[config.mk]
export PLATFORM = sky130hd
export DESIGN_NAME = quad_pulse_dev_flat
export DESIGN_NICKNAME = d
export VERILOG_FILES = /design/src/rtl/qpo_pkg.sv /design/src/rtl/quad_link_if.sv /design/src/rtl/quad_pulse_dev.sv /design/src/flat_wrapper.sv
export VERILOG_INCLUDE_DIRS = /design/src /design/src/rtl
export SDC_FILE = /design/constraint.sdc
export NUM_CORES = 1
export LEC_CHECK = 0
export ABC_CLOCK_PERIOD_IN_PS = 5120
export BUFFER_PORTS_ARGS = -buffer_cell sky130_fd_sc_hd__buf_2
export CAP_MARGIN = 10
export CORE_MARGIN = 2
export CORE_UTILIZATION = 45
export CTS_BUF_LIST = sky130_fd_sc_hd__clkbuf_16
export CTS_CLUSTER_DIAMETER = 50
export CTS_CLUSTER_SIZE = 10
export DETAILED_ROUTE_END_ITERATION = 8
export GPL_TIMING_DRIVEN = 0
export PLACE_DENSITY = 0.66
export SYNTH_ARGS = -nofsm -noshare
export SYNTH_HDL_FRONTEND = slang
export SYNTH_SLANG_ARGS = --single-unit
[constraint.sdc]
create_clock -name i_mclk -period 5.12 [get_ports i_mclk]
set_clock_uncertainty 0.15 [all_clocks]
set_input_delay 0.512 -clock i_mclk [delete_from_list [all_inputs] [get_ports i_mclk]]
set_output_delay 0.512 -clock i_mclk [all_outputs]
set_load 0.01 [all_outputs]
[src/rtl/qpo_map.svh]
`ifndef QPO_MAP_SVH
`define QPO_MAP_SVH

`define QPO_IPF_DEFAULT      8
`define QPO_EDGES_PER_PULSE  4
`define QPO_PERIOD_W         24
`define QPO_STEP_W           8
`define QPO_ZERO_HOLD_NS     1000
`define QPO_CLK_PERIOD_NS    25
`define QPO_FLOW_WINDOW_NS   1000000
`define QPO_COUNT_W          32
`define QPO_VOL_W            32
`define QPO_IDLE_LEVEL       1'b0

`endif

[src/rtl/qpo_pkg.sv]
package qpo_pkg;

  // Quadrature position, one-hot; forward walk is 00 -> 10 -> 11 -> 01 on {a,b}
  typedef enum logic [3:0] {
    PH_00 = 4'b0001,
    PH_10 = 4'b0010,
    PH_11 = 4'b0100,
    PH_01 = 4'b1000
  } phase_type;

  // Edge evaluation chosen on the counting side
  typedef enum logic [1:0] {
    EVAL_QUAD   = 2'b01,
    EVAL_DOUBLE = 2'b10
  } eval_mode_type;

endpackage

[src/rtl/quad_link_if.sv]
`timescale 1ns/1ps
interface quad_link_if;
  logic chan_a;
  logic chan_b;
  logic zero_pulse;

  modport dev  (output chan_a, output chan_b, output zero_pulse);
  modport eval (input  chan_a, input  chan_b, input  zero_pulse);
endinterface

[src/rtl/quad_pulse_dev.sv]
`timescale 1ns/1ps
`include "qpo_map.svh"
module quad_pulse_dev
  import qpo_pkg::*;
#(
  parameter int unsigned INTERP_FACTOR = `QPO_IPF_DEFAULT,
  parameter int unsigned PERIOD_W      = `QPO_PERIOD_W,
  parameter int unsigned ZERO_HOLD_NS  = `QPO_ZERO_HOLD_NS
) (
  // Clock and reset
  input  wire logic  i_mclk,
  input  wire logic  i_rst_n,
  // Sensor pins, asynchronous
  input  wire logic  i_sensor_tick,
  input  wire logic  i_sensor_rev,
  // Link to the evaluation end
  quad_link_if.dev   link,
  // Status
  output logic [5:0]          o_interp_factor,
  output logic [PERIOD_W-1:0] o_period_cycles,
  output logic                o_running
);

  // Only legal factors pass; anything else degrades to plain output
  function automatic int unsigned legal_factor(input int unsigned f);
    int unsigned r;
    r = 1;
    case (f)
      1, 2, 3, 4, 5, 8, 10, 12, 16, 24, 32: r = f;
      default: r = 1;
    endcase
    return r;
  endfunction

  // One quadrature step in the given direction
  function automatic phase_type step_phase(input phase_type p, input logic rev);
    phase_type r;
    r = PH_00;
    case (p)
      PH_00:   r = rev ? PH_01 : PH_10;
      PH_10:   r = rev ? PH_00 : PH_11;
      PH_11:   r = rev ? PH_10 : PH_01;
      PH_01:   r = rev ? PH_11 : PH_00;
      default: r = PH_00;
    endcase
    return r;
  endfunction

  localparam int unsigned FACTOR    = legal_factor(INTERP_FACTOR);
  localparam int unsigned STEPS     = FACTOR * `QPO_EDGES_PER_PULSE;
  localparam int unsigned ZERO_CYC0 = ZERO_HOLD_NS / `QPO_CLK_PERIOD_NS;
  localparam int unsigned ZERO_CYC  = (ZERO_CYC0 < 1) ? 1 : ZERO_CYC0;

  localparam logic [`QPO_STEP_W-1:0] STEPS_W  = STEPS[`QPO_STEP_W-1:0];
  localparam logic [PERIOD_W:0]      STEPS_P  = STEPS[PERIOD_W:0];
  localparam logic [7:0]             ZERO_LEN = ZERO_CYC[7:0];
  localparam logic [PERIOD_W-1:0]    PER_MAX  = {PERIOD_W{1'b1}};

  typedef struct packed {
    logic [2:0]             tick_sync;
    logic [1:0]             rev_sync;
    logic [PERIOD_W-1:0]    per_cnt;
    logic [PERIOD_W-1:0]    per_last;
    logic [PERIOD_W-1:0]    acc;
    logic [`QPO_STEP_W-1:0] steps;
    logic                   valid;
    phase_type              phase;
    logic [7:0]             zero_cnt;
    logic                   a;
    logic                   b;
    logic                   z;
  } dev_state_type;

  dev_state_type cur_ff;
  dev_state_type nxt_ff;

  logic              tick_edge;
  logic [PERIOD_W:0] acc_sum;
  phase_type         nxt_phase;

  always_comb begin
    nxt_ff    = cur_ff;
    tick_edge = cur_ff.tick_sync[1] & ~cur_ff.tick_sync[2];
    acc_sum   = {1'b0, cur_ff.acc} + STEPS_P;
    nxt_phase = cur_ff.phase;

    // Two flops before use; third only for edge detection
    nxt_ff.tick_sync = {cur_ff.tick_sync[1], cur_ff.tick_sync[0], i_sensor_tick};
    nxt_ff.rev_sync  = {cur_ff.rev_sync[0], i_sensor_rev};

    if (tick_edge) begin
      // Last period sets the step pitch of the next one
      nxt_ff.per_last = (cur_ff.per_cnt == PER_MAX) ? PER_MAX : cur_ff.per_cnt + 1'b1;
      nxt_ff.per_cnt  = '0;
      nxt_ff.acc      = '0;
      nxt_ff.steps    = '0;
      nxt_ff.valid    = 1'b1;
      nxt_ff.zero_cnt = ZERO_LEN;
    end else begin
      if (cur_ff.per_cnt == PER_MAX) begin
        // Flow stalled: stop stepping rather than spin on a stale pitch
        nxt_ff.valid = 1'b0;
      end else begin
        nxt_ff.per_cnt = cur_ff.per_cnt + 1'b1;
      end
      if (cur_ff.zero_cnt != 8'h00) begin
        nxt_ff.zero_cnt = cur_ff.zero_cnt - 1'b1;
      end
      // Rate accumulator: STEPS steps spread evenly over per_last cycles
      if (cur_ff.valid && cur_ff.steps < STEPS_W) begin
        if (acc_sum >= {1'b0, cur_ff.per_last}) begin
          nxt_ff.acc   = acc_sum[PERIOD_W-1:0] - cur_ff.per_last;
          nxt_ff.steps = cur_ff.steps + 1'b1;
          nxt_phase    = step_phase(cur_ff.phase, cur_ff.rev_sync[1]);
        end else begin
          nxt_ff.acc = acc_sum[PERIOD_W-1:0];
        end
      end
    end

    nxt_ff.phase = nxt_phase;
    // Decoded from the next phase so pins change in the same edge as the state
    nxt_ff.a = (nxt_phase == PH_10) || (nxt_phase == PH_11);
    nxt_ff.b = (nxt_phase == PH_11) || (nxt_phase == PH_01);
    nxt_ff.z = tick_edge || (cur_ff.zero_cnt > 8'h01);
  end

  always_ff @(posedge i_mclk or negedge i_rst_n) begin
    if (!i_rst_n) begin
      cur_ff.tick_sync <= 3'h0;
      cur_ff.rev_sync  <= 2'h0;
      cur_ff.per_cnt   <= '0;
      cur_ff.per_last  <= '0;
      cur_ff.acc       <= '0;
      cur_ff.steps     <= '0;
      cur_ff.valid     <= 1'b0;
      cur_ff.phase     <= PH_00;
      cur_ff.zero_cnt  <= 8'h00;
      cur_ff.a         <= `QPO_IDLE_LEVEL;
      cur_ff.b         <= `QPO_IDLE_LEVEL;
      cur_ff.z         <= `QPO_IDLE_LEVEL;
    end else begin
      cur_ff <= nxt_ff;
    end
  end

  // Pins straight from flops, glitch free
  assign link.chan_a     = cur_ff.a;
  assign link.chan_b     = cur_ff.b;
  assign link.zero_pulse = cur_ff.z;

  assign o_interp_factor = FACTOR[5:0];
  assign o_period_cycles = cur_ff.per_last;
  assign o_running       = cur_ff.valid;

endmodule

[src/flat_wrapper.sv]
// flat-port wrapper written by rule: the top's interface ports become plain ports
module quad_pulse_dev_flat import qpo_pkg::*;
#(
  parameter int unsigned INTERP_FACTOR = `QPO_IPF_DEFAULT,
  parameter int unsigned PERIOD_W      = `QPO_PERIOD_W,
  parameter int unsigned ZERO_HOLD_NS  = `QPO_ZERO_HOLD_NS
)
  (i_mclk, i_rst_n, i_sensor_tick, i_sensor_rev, o_interp_factor, o_period_cycles, o_running, link_chan_a, link_chan_b, link_zero_pulse);
  quad_link_if link_i ();
  input  wire logic i_mclk;
  input  wire logic i_rst_n;
  input  wire logic i_sensor_tick;
  input  wire logic i_sensor_rev;
  output logic [5:0] o_interp_factor;
  output logic [PERIOD_W-1:0] o_period_cycles;
  output logic o_running;
  output wire logic [$bits(link_i.chan_a)-1:0] link_chan_a;
  output wire logic [$bits(link_i.chan_b)-1:0] link_chan_b;
  output wire logic [$bits(link_i.zero_pulse)-1:0] link_zero_pulse;
  assign link_chan_a = link_i.chan_a;
  assign link_chan_b = link_i.chan_b;
  assign link_zero_pulse = link_i.zero_pulse;
  quad_pulse_dev #(.INTERP_FACTOR(INTERP_FACTOR), .PERIOD_W(PERIOD_W), .ZERO_HOLD_NS(ZERO_HOLD_NS)) u_core (.i_mclk(i_mclk), .i_rst_n(i_rst_n), .i_sensor_tick(i_sensor_tick), .i_sensor_rev(i_sensor_rev), .link(link_i), .o_interp_factor(o_interp_factor), .o_period_cycles(o_period_cycles), .o_running(o_running));
endmodule
# Word-level counts from Yosys, hierarchy flattened
# Index checks and enable logic that the tools add are counted.
# W data, S select, Z words.
# op_classes
addsub	5
order_cmp	3
n_eq_ne	9
n_mux	18
n_bitwise	2
n_reduce_logical	10
# op_table
operator	count
$mux W24	4
$mux W33	1
$mux W32	1
$add A24 B6 Y25 const B	1
$ge A25 B24 Y1	1
$add A24 B1 Y24 const B	1
$eq A24 B24 Y1 const B	1
$mux W8	3
$sub A24 B24 Y24	1
$mux W4	5
$pmux W4 S4	1
$add A8 B1 Y8 const B	1
$eq A4 B2 Y1 const B	2
$eq A4 B3 Y1 const B	2
$eq A4 B4 Y1 const B	2
$gt A8 B1 Y1 const B	1
$lt A8 B6 Y1 const B	1
$reduce_bool A2 Y1	4
$reduce_bool A8 Y1	1
$sub A8 B1 Y8 const B	1
$mux W3	2
$eq A4 B1 Y1 const B	1
$logic_or A1 B1 Y1	3
$ne A2 B1 Y1 const B	1
other kinds (5)	5
# word_totals
register_bits	101
inputBits	4
output_inout_bits	34
wordCells	59

# Longest topological paths before layout
# Gate-level depths: netlist of run 1.
# logic_depth
word_depth	7
ltp_mapped	20
mapped_depth_nobuf	16

# Worst setup path before layout of run 1
# OpenSTA, ideal clock, no wires.
# synth_path
path_type	register -> register
start	reg u_core.cur_ff[29] (netlist name)
end	reg u_core.cur_ff[36] (netlist name)
setup_time_ns	0.120
arrival_ns	3.732
required_ns	4.850
path_slack_ns	1.118
path_stages_with_launch	20
n_path_buf	3
period_less_slack_ns	4.002
path_cell_list	dfrtp_1 -> ha_1 -> and3_1 -> and3_1 -> clkbuf_1 -> nand3_1 -> nor2_1 -> xor2_1 -> ha_1 -> nand4_1 -> nor3_1 -> a41oi_1 -> nand3_1 -> or3_1 -> buf_2 -> o21a_1 -> buf_6 -> or3b_1 -> a21oi_1 -> nor2_1
# synth_via
elab_chain_cells	5
word_cells_on_any_way	6
classes_between	2 x add/sub; 1 x order compare; 3 x mux
# synth_lines
element	line_no	text
from (decl)	quad_pulse_dev.sv:74	dev_state_type cur_ff;
from (signal assigned)	quad_pulse_dev.sv:143	cur_ff <= nxt_ff;
$add A24 B6 Y25 (*)	quad_pulse_dev.sv:84	acc_sum = {1'b0, cur_ff.acc} + STEPS_P;
$sub A24 B24 Y24 / $ge A25 B24 Y1 (equally long branches)	quad_pulse_dev.sv:112, quad_pulse_dev.sv:111	
$mux W24 (*)	quad_pulse_dev.sv:111	if (acc_sum >= {1'b0, cur_ff.per_last}) begin
$mux W32 (*)	quad_pulse_dev.sv:110	if (cur_ff.valid && cur_ff.steps < STEPS_W) begin
$mux W33 (*)	quad_pulse_dev.sv:91	if (tick_edge) begin
# Mark *: on every way between the ends. The rest lies on a longest branch, timed or not. The select of a mux whose other input is x is not followed.
# A chain may end at the register's enable or synchronous reset.

# Worst setup path in the final report of run 1
# layout_path
start	reg u_core.cur_ff[29] (netlist name)
end	reg u_core.cur_ff[30] (netlist name)
# Same word-level chain as after synthesis.

==> results.md, run 1 <==
- DP HPWL: 11,600 um
- Post-synth EDFFs: 0
- Unrepaired setup endpoints after global routing: false
- ANT nets after route: 0
- Total number of vias: roughly 5,500
- Max Fclk: 214 MHz
- Share of layout cells above drive strength 1: 12.7%
- Tmin final: 4.68 ns
- Worst-Skew Late Latency: 0.36 ns
- Worst Setup Slack, final: between 0.4 and 0.5 ns
- Die W: 123 um
- Critical path arrival: between 4 and 5 ns
- Final setup violation count: 0
- Rows: 43
- Leakage: between 3 and 4 nW
- Commonest non-fill, non-tap cell in the layout: dfrtp_1
- Final Max Tran Viols: 0
- Worst path required time: 5.23 ns
- Largest net degree at the start of global routing: 56
- Initial Util: a little under half
- Setup TNS: 0 ns
- CTS max path bufs: 2
- #FFs+latches synth: 101
- First-pass GRT wire length: 26,100 um
- Max cap viols: 0
- H-tree lvl count: 3
- Setup CP Type: reg2reg
- Final Instance Area: 7160 um2
- Crit path launch type: register
- Detailed Routing Iterations Pass 1: 5
- Largest fanout on the critical path: 10
- Reg2Reg Launch Point: u_core.cur_ff[29]
- IO Count: 38
- Register area share after synthesis: 39.4%
- Hold Path Class: in2async
- Routed wire per std cell: 16.2 um
- Core area: ~14,000 um2
- Status: complete, no violations
- Syn avg cell area: 8.53 um2
- Post-synthesis cell count: 752
- GRT Util Overall: 22.2%
- Dominant synthesized flop cell: dfrtp_1
- Setup WS pre-CTS: between 0.4 and 0.5 ns
- Hold-fix buffers, CTS: 0
- Ys Warns: 0
- Die H: 123 um
- Post-CTS setup buffer count: 0
- Placer Congestion: between 0.9 and 1
- Grt total ovfl: 0
- Post-synthesis cell area: 6420 um2
- CTS tree: yes
- CTS buffer count: 9
- NumNets Final: 832
- Design Power: 4.21 mW
- Post-route DRC: 0
- Worst Setup SP: u_core.cur_ff[29]
- CTS clk-pin slew, worst paths: about 0.07 ns
- Worst slew margin: 45.6%
- Worst vdd ir: ~0.26 mV
- Area delta synth->final: 11.5%
- CTS sink count: 101
- Most frequent cells in the layout: 100 x dfrtp_1, 98 x nor2_1, 80 x nand2_1, 53 x o21ai_0, 50 x a21oi_1
- Least-Margin Pin Slew: just over 0.8 ns
- Slowest CP cell: dfrtp_1
- Ant. Diodes: 0
- Post-synth ARST share: 100%
- Post-DP Area: 6840 um2
- Antenna violations before repair: 0
- Crit. End Element: register
- Fin crit share: around nine tenths
- Root Driver: clkbuf_16
- Pwr/cell area: 589 nW/um2
- Yosys cell types: 65
- PortBufs: 31
- Number of vias per cell: 5.56
- Vias in the first global route: between 5,000 and 6,000
- Die area: 15,200 um2
- Worst R2R Setup Slack: 0.44 ns
- Max incr delay on CP: 0.44 ns
- Crit-path cells: ha_1 -> and3_1 -> and3_1 -> nand3_1 -> nor2_1 -> xor2_1 -> ha_1 -> nand4_1 -> nor3_1 -> a41oi_1 -> nand3_1 -> or3_1 -> buf_2 -> o21ai_2 -> buf_4 -> nand2_1 -> a311oi_1
- Fin. Hold Viols: 0
- Initial DRC Count: 450
- DRT Wirelength: 16,000 um
-- worst paths after layout --
kind,depth (start not counted),to
hold / removal,1,u_core.cur_ff[42]
min in group i_mclk,1,u_core.cur_ff[98]
setup reg to reg,17,u_core.cur_ff[30]
max in group asynchronous,2,u_core.o_running
hold reg to reg,0,u_core.cur_ff[97]
setup / recovery,17,u_core.cur_ff[30]
-- stage by stage --
step                hold WS [ns]  util [%]  instances
global route              0.0871      51.6        983
floorplan                 0.0664         -        756
global placement           0.184      49.1        967
detailed placement         0.187      49.3        968
finish                    0.0170      51.6        983
CTS                       0.0579      51.6        984
-- per-layer routing --
metal  share of wire, %  vias up  track usage (%)
met5                  0        -                0
met4                2.0        0             7.88
met3                5.5       30             3.64
met2                 46      172             34.8
met1                 47     2612             31.2
li1                   -     2650                -
-- cell families after synthesis --
kind of cell               synth area share [%]
AOI/OAI and AO/OA                          16.0
xor gates and xnor gates                   8.19
adders and majority gates                  5.97
buffers and inverters                      7.80
DFF                                        39.4
muxes                                     0.955
other                                     0.117
and+or+nand+nor                            21.5
-- timing repair --
item	in CTS	in global routing
gates resized for setup	0	0
endpoints found under the setup margin	0	1
endpoints found under the hold margin	0	0
-- cell type report --
class | instances | area [um2]
clock inverters | 7 | 91.3
clock buffers | 9 | 225
flip-flops and latches | 101 | 2530
well taps | 180 | 225
plain buffers | 61 | 369
repair buffers | 32 | 185
fillers | 1312 | 6730
inverters | 34 | 128
multi-input cells | 559 | 3400
-- state kept, by name, summed over array words and instances, names as in the netlist --
name	count
u_core.cur_ff	73
u_core.link.chan_b	1
u_core.o_running	1
u_core.link.zero_pulse	1
u_core.link.chan_a	1
u_core.o_period_cycles	24
-- synthesized netlist by cell type, drive strengths merged (4+ instances only) --
cell type	n	area share [%]
dfrtp	100	39
nor2	98	5.7
nand2	80	4.7
o21ai	55	4.3
a21oi	51	4.0
xnor2	40	5.5
buf	38	4.4
inv	34	2.0
ha	29	5.7
nand3	28	2.2
clkbuf	24	1.4
xor2	20	2.7
and3	15	1.5
a21o	13	1.5
nor3	12	0.94
nand2b	8	0.78
nand4	8	0.78
nor2b	8	0.78
or3	8	0.78
a31oi	7	0.68
and2	5	0.49
mux2i	5	0.78
nor4	5	0.58
o211ai	5	0.80
o21a	5	0.58
a221oi	4	0.64
and4	4	0.58
nor3b	4	0.47
-- worst max-delay path, delay by kind of cell (launching register included) --
| family | cells | cell delay [ns] |
|---|---|---|
| compound gates | 3 | 0.80 |
| xor+xnor | 1 | 0.24 |
| fa+ha+maj | 2 | 0.60 |
| buf+inv | 2 | 0.44 |
| flops | 1 | 0.44 |
| simple gates | 9 | 1.90 |
-- power breakdown --
part | internal (mW) | switching (mW)
Sequential | 0.974 | 0.151
Combinational | 0.995 | 1.36
Clock | 0.427 | 0.311
Note: power is estimated with default switching activity, not from simulation.
==> inputs of run 2 (changes only) <==
Settings changed: RECOVER_POWER set to 50.
==> results.md, run 2 (synthesis gave the netlist of run 1 again) <==
- Status: complete, but fails checks
- Failing checks: capacitance limit, slew limit
- CTS tree: yes
- Fin crit share: about nine tenths
- Leakage: about 3.2 nW
- Design Power: around 4.2 mW
- Die W: around 120 um
- Fill count: approximately 1,300
- Setup CP Type: reg2reg
- Routed wire per std cell: 16.2 um
- Reg2Reg Launch Point: u_core.cur_ff[29]
- Crit-path cells: ha_1 -> and3_1 -> and3_1 -> nand3_1 -> nor2_1 -> xor2_1 -> ha_1 -> nand4_1 -> nor3_1 -> a41oi_1 -> nand3_1 -> or3_1 -> buf_2 -> o21ai_2 -> buf_4 -> nand2_1 -> a311oi_1
- Root Driver: clkbuf_16
- Crit path launch type: register
- Vias in the first global route: a little over 5,000
- Max Fclk: 215 MHz
- Hold-fix buffers, CTS: 0
- First-pass GRT wire length: 26,100 um
- Placer Congestion: 0.953
- CTS buffer count: 9
- CTS clk-pin slew, worst paths: 0.07 ns
- Grt total ovfl: 0
- Post-DP Area: 6840 um2
- Area occupied by multi-input gates: between 3000 and 4000 um2
- Worst Path Buf+Inv: 2
- Worst vdd ir: 0.254 mV
- Worst slew margin: -70.6%
- Final setup violation count: 0
- DP HPWL: 11,600 um
- Least-Margin Pin Slew: 2.56 ns
- Fin cells: 983
- Placed cell count: 968
- CP endpoint: u_core.cur_ff[30]
- CTS max path bufs: 2
- Worst path required time: 5.23 ns
- Detailed Routing Iterations Pass 1: 5
- Final Max Tran Viols: 48
- CTS sink count: 101
- Setup TNS: 0 ns
- Post-cts resize count: 0
- Top delay family on crit path: simple AND/OR/NAND/NOR gates
- Worst-Skew Late Latency: 0.35 ns
- Worst reg-to-reg path cell count: 17
- Die H: 123 um
- Final Instance Area: 7120 um2
- Area delta synth->final: 10.9%
- Share of layout cells above drive strength 1: 11.6%
- Reg2reg end: u_core.cur_ff[30]
- Critical path arrival: approximately 4.8 ns
- Initial DRC Count: 480
- Biggest register: u_core.cur_ff
- Number of vias per cell: 5.55
- Crit. End Element: register
- Total number of vias: 5,452
- Post-CTS setup buffer count: 0
- Worst Setup SP: u_core.cur_ff[29]
- DRT Wirelength: about 16,000 um
- Core area: 13,900 um2
- GRT Util Overall: 22.2%
- Hold Path Class: in2reg
- NumNets Final: 832
- PortBufs: 31
- Fin. Hold Viols: 0
- Largest fanout on the critical path: 10
- Die area: 15,200 um2
- Tmin final: roughly 4.7 ns
- Max incr delay on CP: 0.44 ns
- IO Count: 38
- Most frequent cells in the layout: 100 x dfrtp_1, 98 x nor2_1, 80 x nand2_1, 53 x o21ai_0, 50 x a21oi_1
- Largest net degree at the start of global routing: 56
- Min-Delay Startpoint: i_sensor_tick
- Rows: 43
- Pwr/cell area: 591 nW/um2
- Max cap viols: 1
- Ant. Diodes: 0
- Commonest non-fill, non-tap cell in the layout: dfrtp_1
- Slowest CP cell: dfrtp_1
- Register area: between 2000 and 3000 um2
- H-tree lvl count: 3
- Max reg flops: 73
- Number of cells on the critical path: 17
- Unrepaired setup endpoints after global routing: false
- Antenna violations before repair: 0
- Initial Util: 46.2%
- Worst R2R Setup Slack: 0.46 ns
- Post-route DRC: 0
- ANT nets after route: 0
-- run 2: cell count changes in the layout (fill, tap and decap cells not counted) --
cell	change
clkbuf_2	+1
buf_4	-2
buf_16	-1
clkbuf_1	+9
clkbuf_4	+1
buf_2	-8
-- run 2: area by class of cell --
class / count / area share, %
clock inverters: 7 / 1.28
flip-flops and latches: 101 / 35.5
well taps: 180 / 3.16
repair buffers: 32 / 2.09
plain buffers: 61 / 5.18
clock buffers: 9 / 3.16
inverters: 34 / 1.79
multi-input cells: 559 / 47.8
-- run 2: per-stage QoR --
stage                     setup WS (ns)  util (%)  hold WS, ns
final                             0.465      51.3        0.110
after detailed placement          0.439      49.3        0.187
after global placement            0.529      49.1        0.184
after floorplan                    1.12         -       0.0664
after global routing              0.116      51.3       0.0987
after CTS                         0.402      51.6       0.0579
-- run 2: layer usage --
layer	vias up	global-route usage, %	wire length [um]
met1	2583	31.2	7370
met2	187	34.8	7320
li1	2647	-	-
met4	0	7.88	333
met5	-	0	0
met3	35	3.64	920
-- run 2: how the worst min path moves through the flow --
stage / depth (start not counted) / to / slack, ns
3_5_place_dp: 0 / u_core.cur_ff[97] / 0.19
2_1_floorplan: 0 / u_core.cur_ff[100] / 0.07
5_1_grt: 1 / u_core.cur_ff[96] / 0.1
6_report: 1 / u_core.cur_ff[98] / 0.11
4_1_cts: 1 / u_core.cur_ff[42] / 0.06
3_3_place_gp: 0 / u_core.cur_ff[99] / 0.18
-- run 2: where the power goes --
group / internal, mW / leakage (nW) / total [mW] / switching, mW
logic: 0.991 / 1.76 / 2.35 / 1.35
clock network: 0.427 / 0.151 / 0.735 / 0.308
registers: 0.974 / 1.32 / 1.13 / 0.151
==> inputs of run 3 (changes only) <==
Settings changed: CORE_ASPECT_RATIO set to 0.5, GPL_TIMING_DRIVEN 0 to unset, HOLD_SLACK_MARGIN set to 0.15.
==> results.md, run 3 (synthesis gave the netlist of run 1 again) <==
- Final Max Tran Viols: 80
- Setup CP Type: reg2reg
- Commonest non-fill, non-tap cell in the layout: dfrtp_1
- Initial Util: around 47%
- Rows: 30
- Design Power: roughly 4.1 mW
- Int Power: 2.24 mW
- Worst vdd ir: 0.275 mV
- DP HPWL: 10,400 um
- GRT Util Overall: between 10% and 20%
- Switch Pwr: 1.81 mW
- Fin crit share: 92.5%
- Crit. End Element: register
- Max reg flops: 73
- WHS: 0.203 ns
- Critical path arrival: 4.82 ns
- Largest fanout on the critical path: 22
- Grt total ovfl: 0
- Fin cells: 943
- Tmin final: 4.74 ns
- First-pass GRT wire length: 24,400 um
- Sw Ratio: 44.7%
- Unrepaired setup endpoints after global routing: false
- Ant. Diodes: 0
- Vias in the first global route: 4,797
- Initial DRC Count: ~470
- Least-Margin Pin Slew: 2.87 ns
- Pwr/cell area: 596 nW/um2
- CTS buffer count: 9
- DRT Wirelength: 14,700 um
- Detailed Routing Iterations Pass 1: 4
- Clk pwr share: 16.7%
- Total number of vias: between 5,000 and 6,000
- Die H: 88.4 um
- Worst slew margin: -91.5%
- Hold Path Class: reg2reg
- Post-CTS setup buffer count: 0
- Leakage: 2.97 nW
- Worst path required time: 5.21 ns
- Routed wire per std cell: 15.6 um
- Worst-Skew Late Latency: 0.35 ns
- Post-cts resize count: 0
- Seq pwr share: approximately 29%
- Max Fclk: 211 MHz
- Combinational power share: 54.7%
- Fin. Hold Viols: 0
- CTS sink count: 101
- Biggest register: u_core.cur_ff
- Most frequent cells in the layout: 100 x dfrtp_1, 98 x nor2_1, 80 x nand2_1, 53 x o21ai_0, 50 x a21oi_1
- Post-route DRC: 0
- IO Count: 38
- Final setup violation count: 0
- Max cap viols: 2
- Largest net degree at the start of global routing: 64
- Die W: 173 um
- CTS clk-pin slew, worst paths: 0.07 ns
- Area delta synth->final: 6.06%
- Root Driver: clkbuf_16
- Hold-fix buffers, CTS: 3
- Share of layout cells above drive strength 1: 5.86%
- Core area: 13,700 um2
- Setup TNS: 0 ns
- Crit path launch type: register
- CTS max path bufs: 2
- CTS tree: yes
- H-tree lvl count: 3
- Placer Congestion: 0.911
- NumNets Final: 780
- ANT nets after route: 0
- Status: complete, but fails checks
- Number of vias per cell: 5.49
- Antenna violations before repair: 0
- PortBufs: 31
- Failing checks: capacitance limit, slew limit
- Die area: 15,300 um2
- Placed cell count: 924
==> run 3: cell types whose count changed in the layout (fill, tap and decap cells not counted), moves of 2 or more <==
| cell | change |
|---|---|
| inv_8 | +2 |
| dlygate4sd3_1 | +3 |
| buf_6 | -2 |
| buf_2 | -25 |
| bufinv_16 | -2 |
| clkbuf_1 | -2 |
| buf_4 | -25 |
==> run 3: metrics by stage <==
stage                     area [um2]  util (%)  setup WS, ns
after floorplan                 6430         -          1.12
after global placement          6530      47.6         0.723
after detailed placement        6530      47.6         0.508
after CTS                       6860      49.9         0.497
after global routing            6810      49.5        0.0347
final                           6810      49.5         0.385
==> run 3: power groups by stage <==
| stage | clock (mW) | combinational [mW] | sequential, mW |
|---|---|---|---|
| 6_report | 0.677 | 2.22 | 1.16 |
| 5_1_grt | 0.728 | 2.47 | 1.19 |
| 4_1_cts | 0.690 | 2.20 | 1.15 |
| 3_5_place_dp | 0 | 2.19 | 1.17 |
| 3_3_place_gp | 0 | 2.15 | 1.17 |
| 2_1_floorplan | 0 | 1.83 | 1.10 |
==> run 3: final timing paths <==
path                                   start                        end  slack [ns]  cells after the start
setup / recovery           u_core.cur_ff[29]          u_core.cur_ff[33]        0.38                     16
hold / removal             u_core.cur_ff[96]          u_core.cur_ff[97]        0.20                      0
setup reg to reg           u_core.cur_ff[29]          u_core.cur_ff[33]        0.38                     16
hold reg to reg            u_core.cur_ff[96]          u_core.cur_ff[97]        0.20                      0
max in group asynchronous            i_rst_n          u_core.cur_ff[14]        0.94                      3
min in group asynchronous            i_rst_n  u_core.o_period_cycles[5]        1.48                      2
==> run 3: layout make-up <==
cell class,instances,area (um2)
inverter,34,128
clock inverter,7,67.6
fill,1315,6930
multi-input combinational,559,3420
timing repair buffer,41,198
sequential,101,2530
tap,192,240
clock buffer,9,225
==> run 3: per-layer routing <==
| layer | vias to the layer above | share of wire, % | GRT usage, % |
|---|---|---|---|
| li1 | 2537 | - | - |
| met1 | 2529 | 51 | 28.1 |
| met2 | 95 | 44 | 32.2 |
| met3 | 18 | 3.4 | 3.65 |
| met4 | 0 | 1.3 | 5.01 |
| met5 | - | 0 | 0 |
==> run 3: worst max-delay path, stage by stage, from the launching register on <==
cell      delay (ns)
dfrtp_1         0.43
ha_1            0.24
and3_1          0.24
and3_1          0.35
nand3_1         0.22
nor2_1          0.16
xor2_1          0.11
ha_1            0.40
nand4_1         0.17
nor3_1          0.30
a41oi_1         0.15
nand3_1         0.12
or3_1           0.23
o21a_1          0.68
buf_4           0.27
o21ai_0         0.08
a221oi_1        0.31
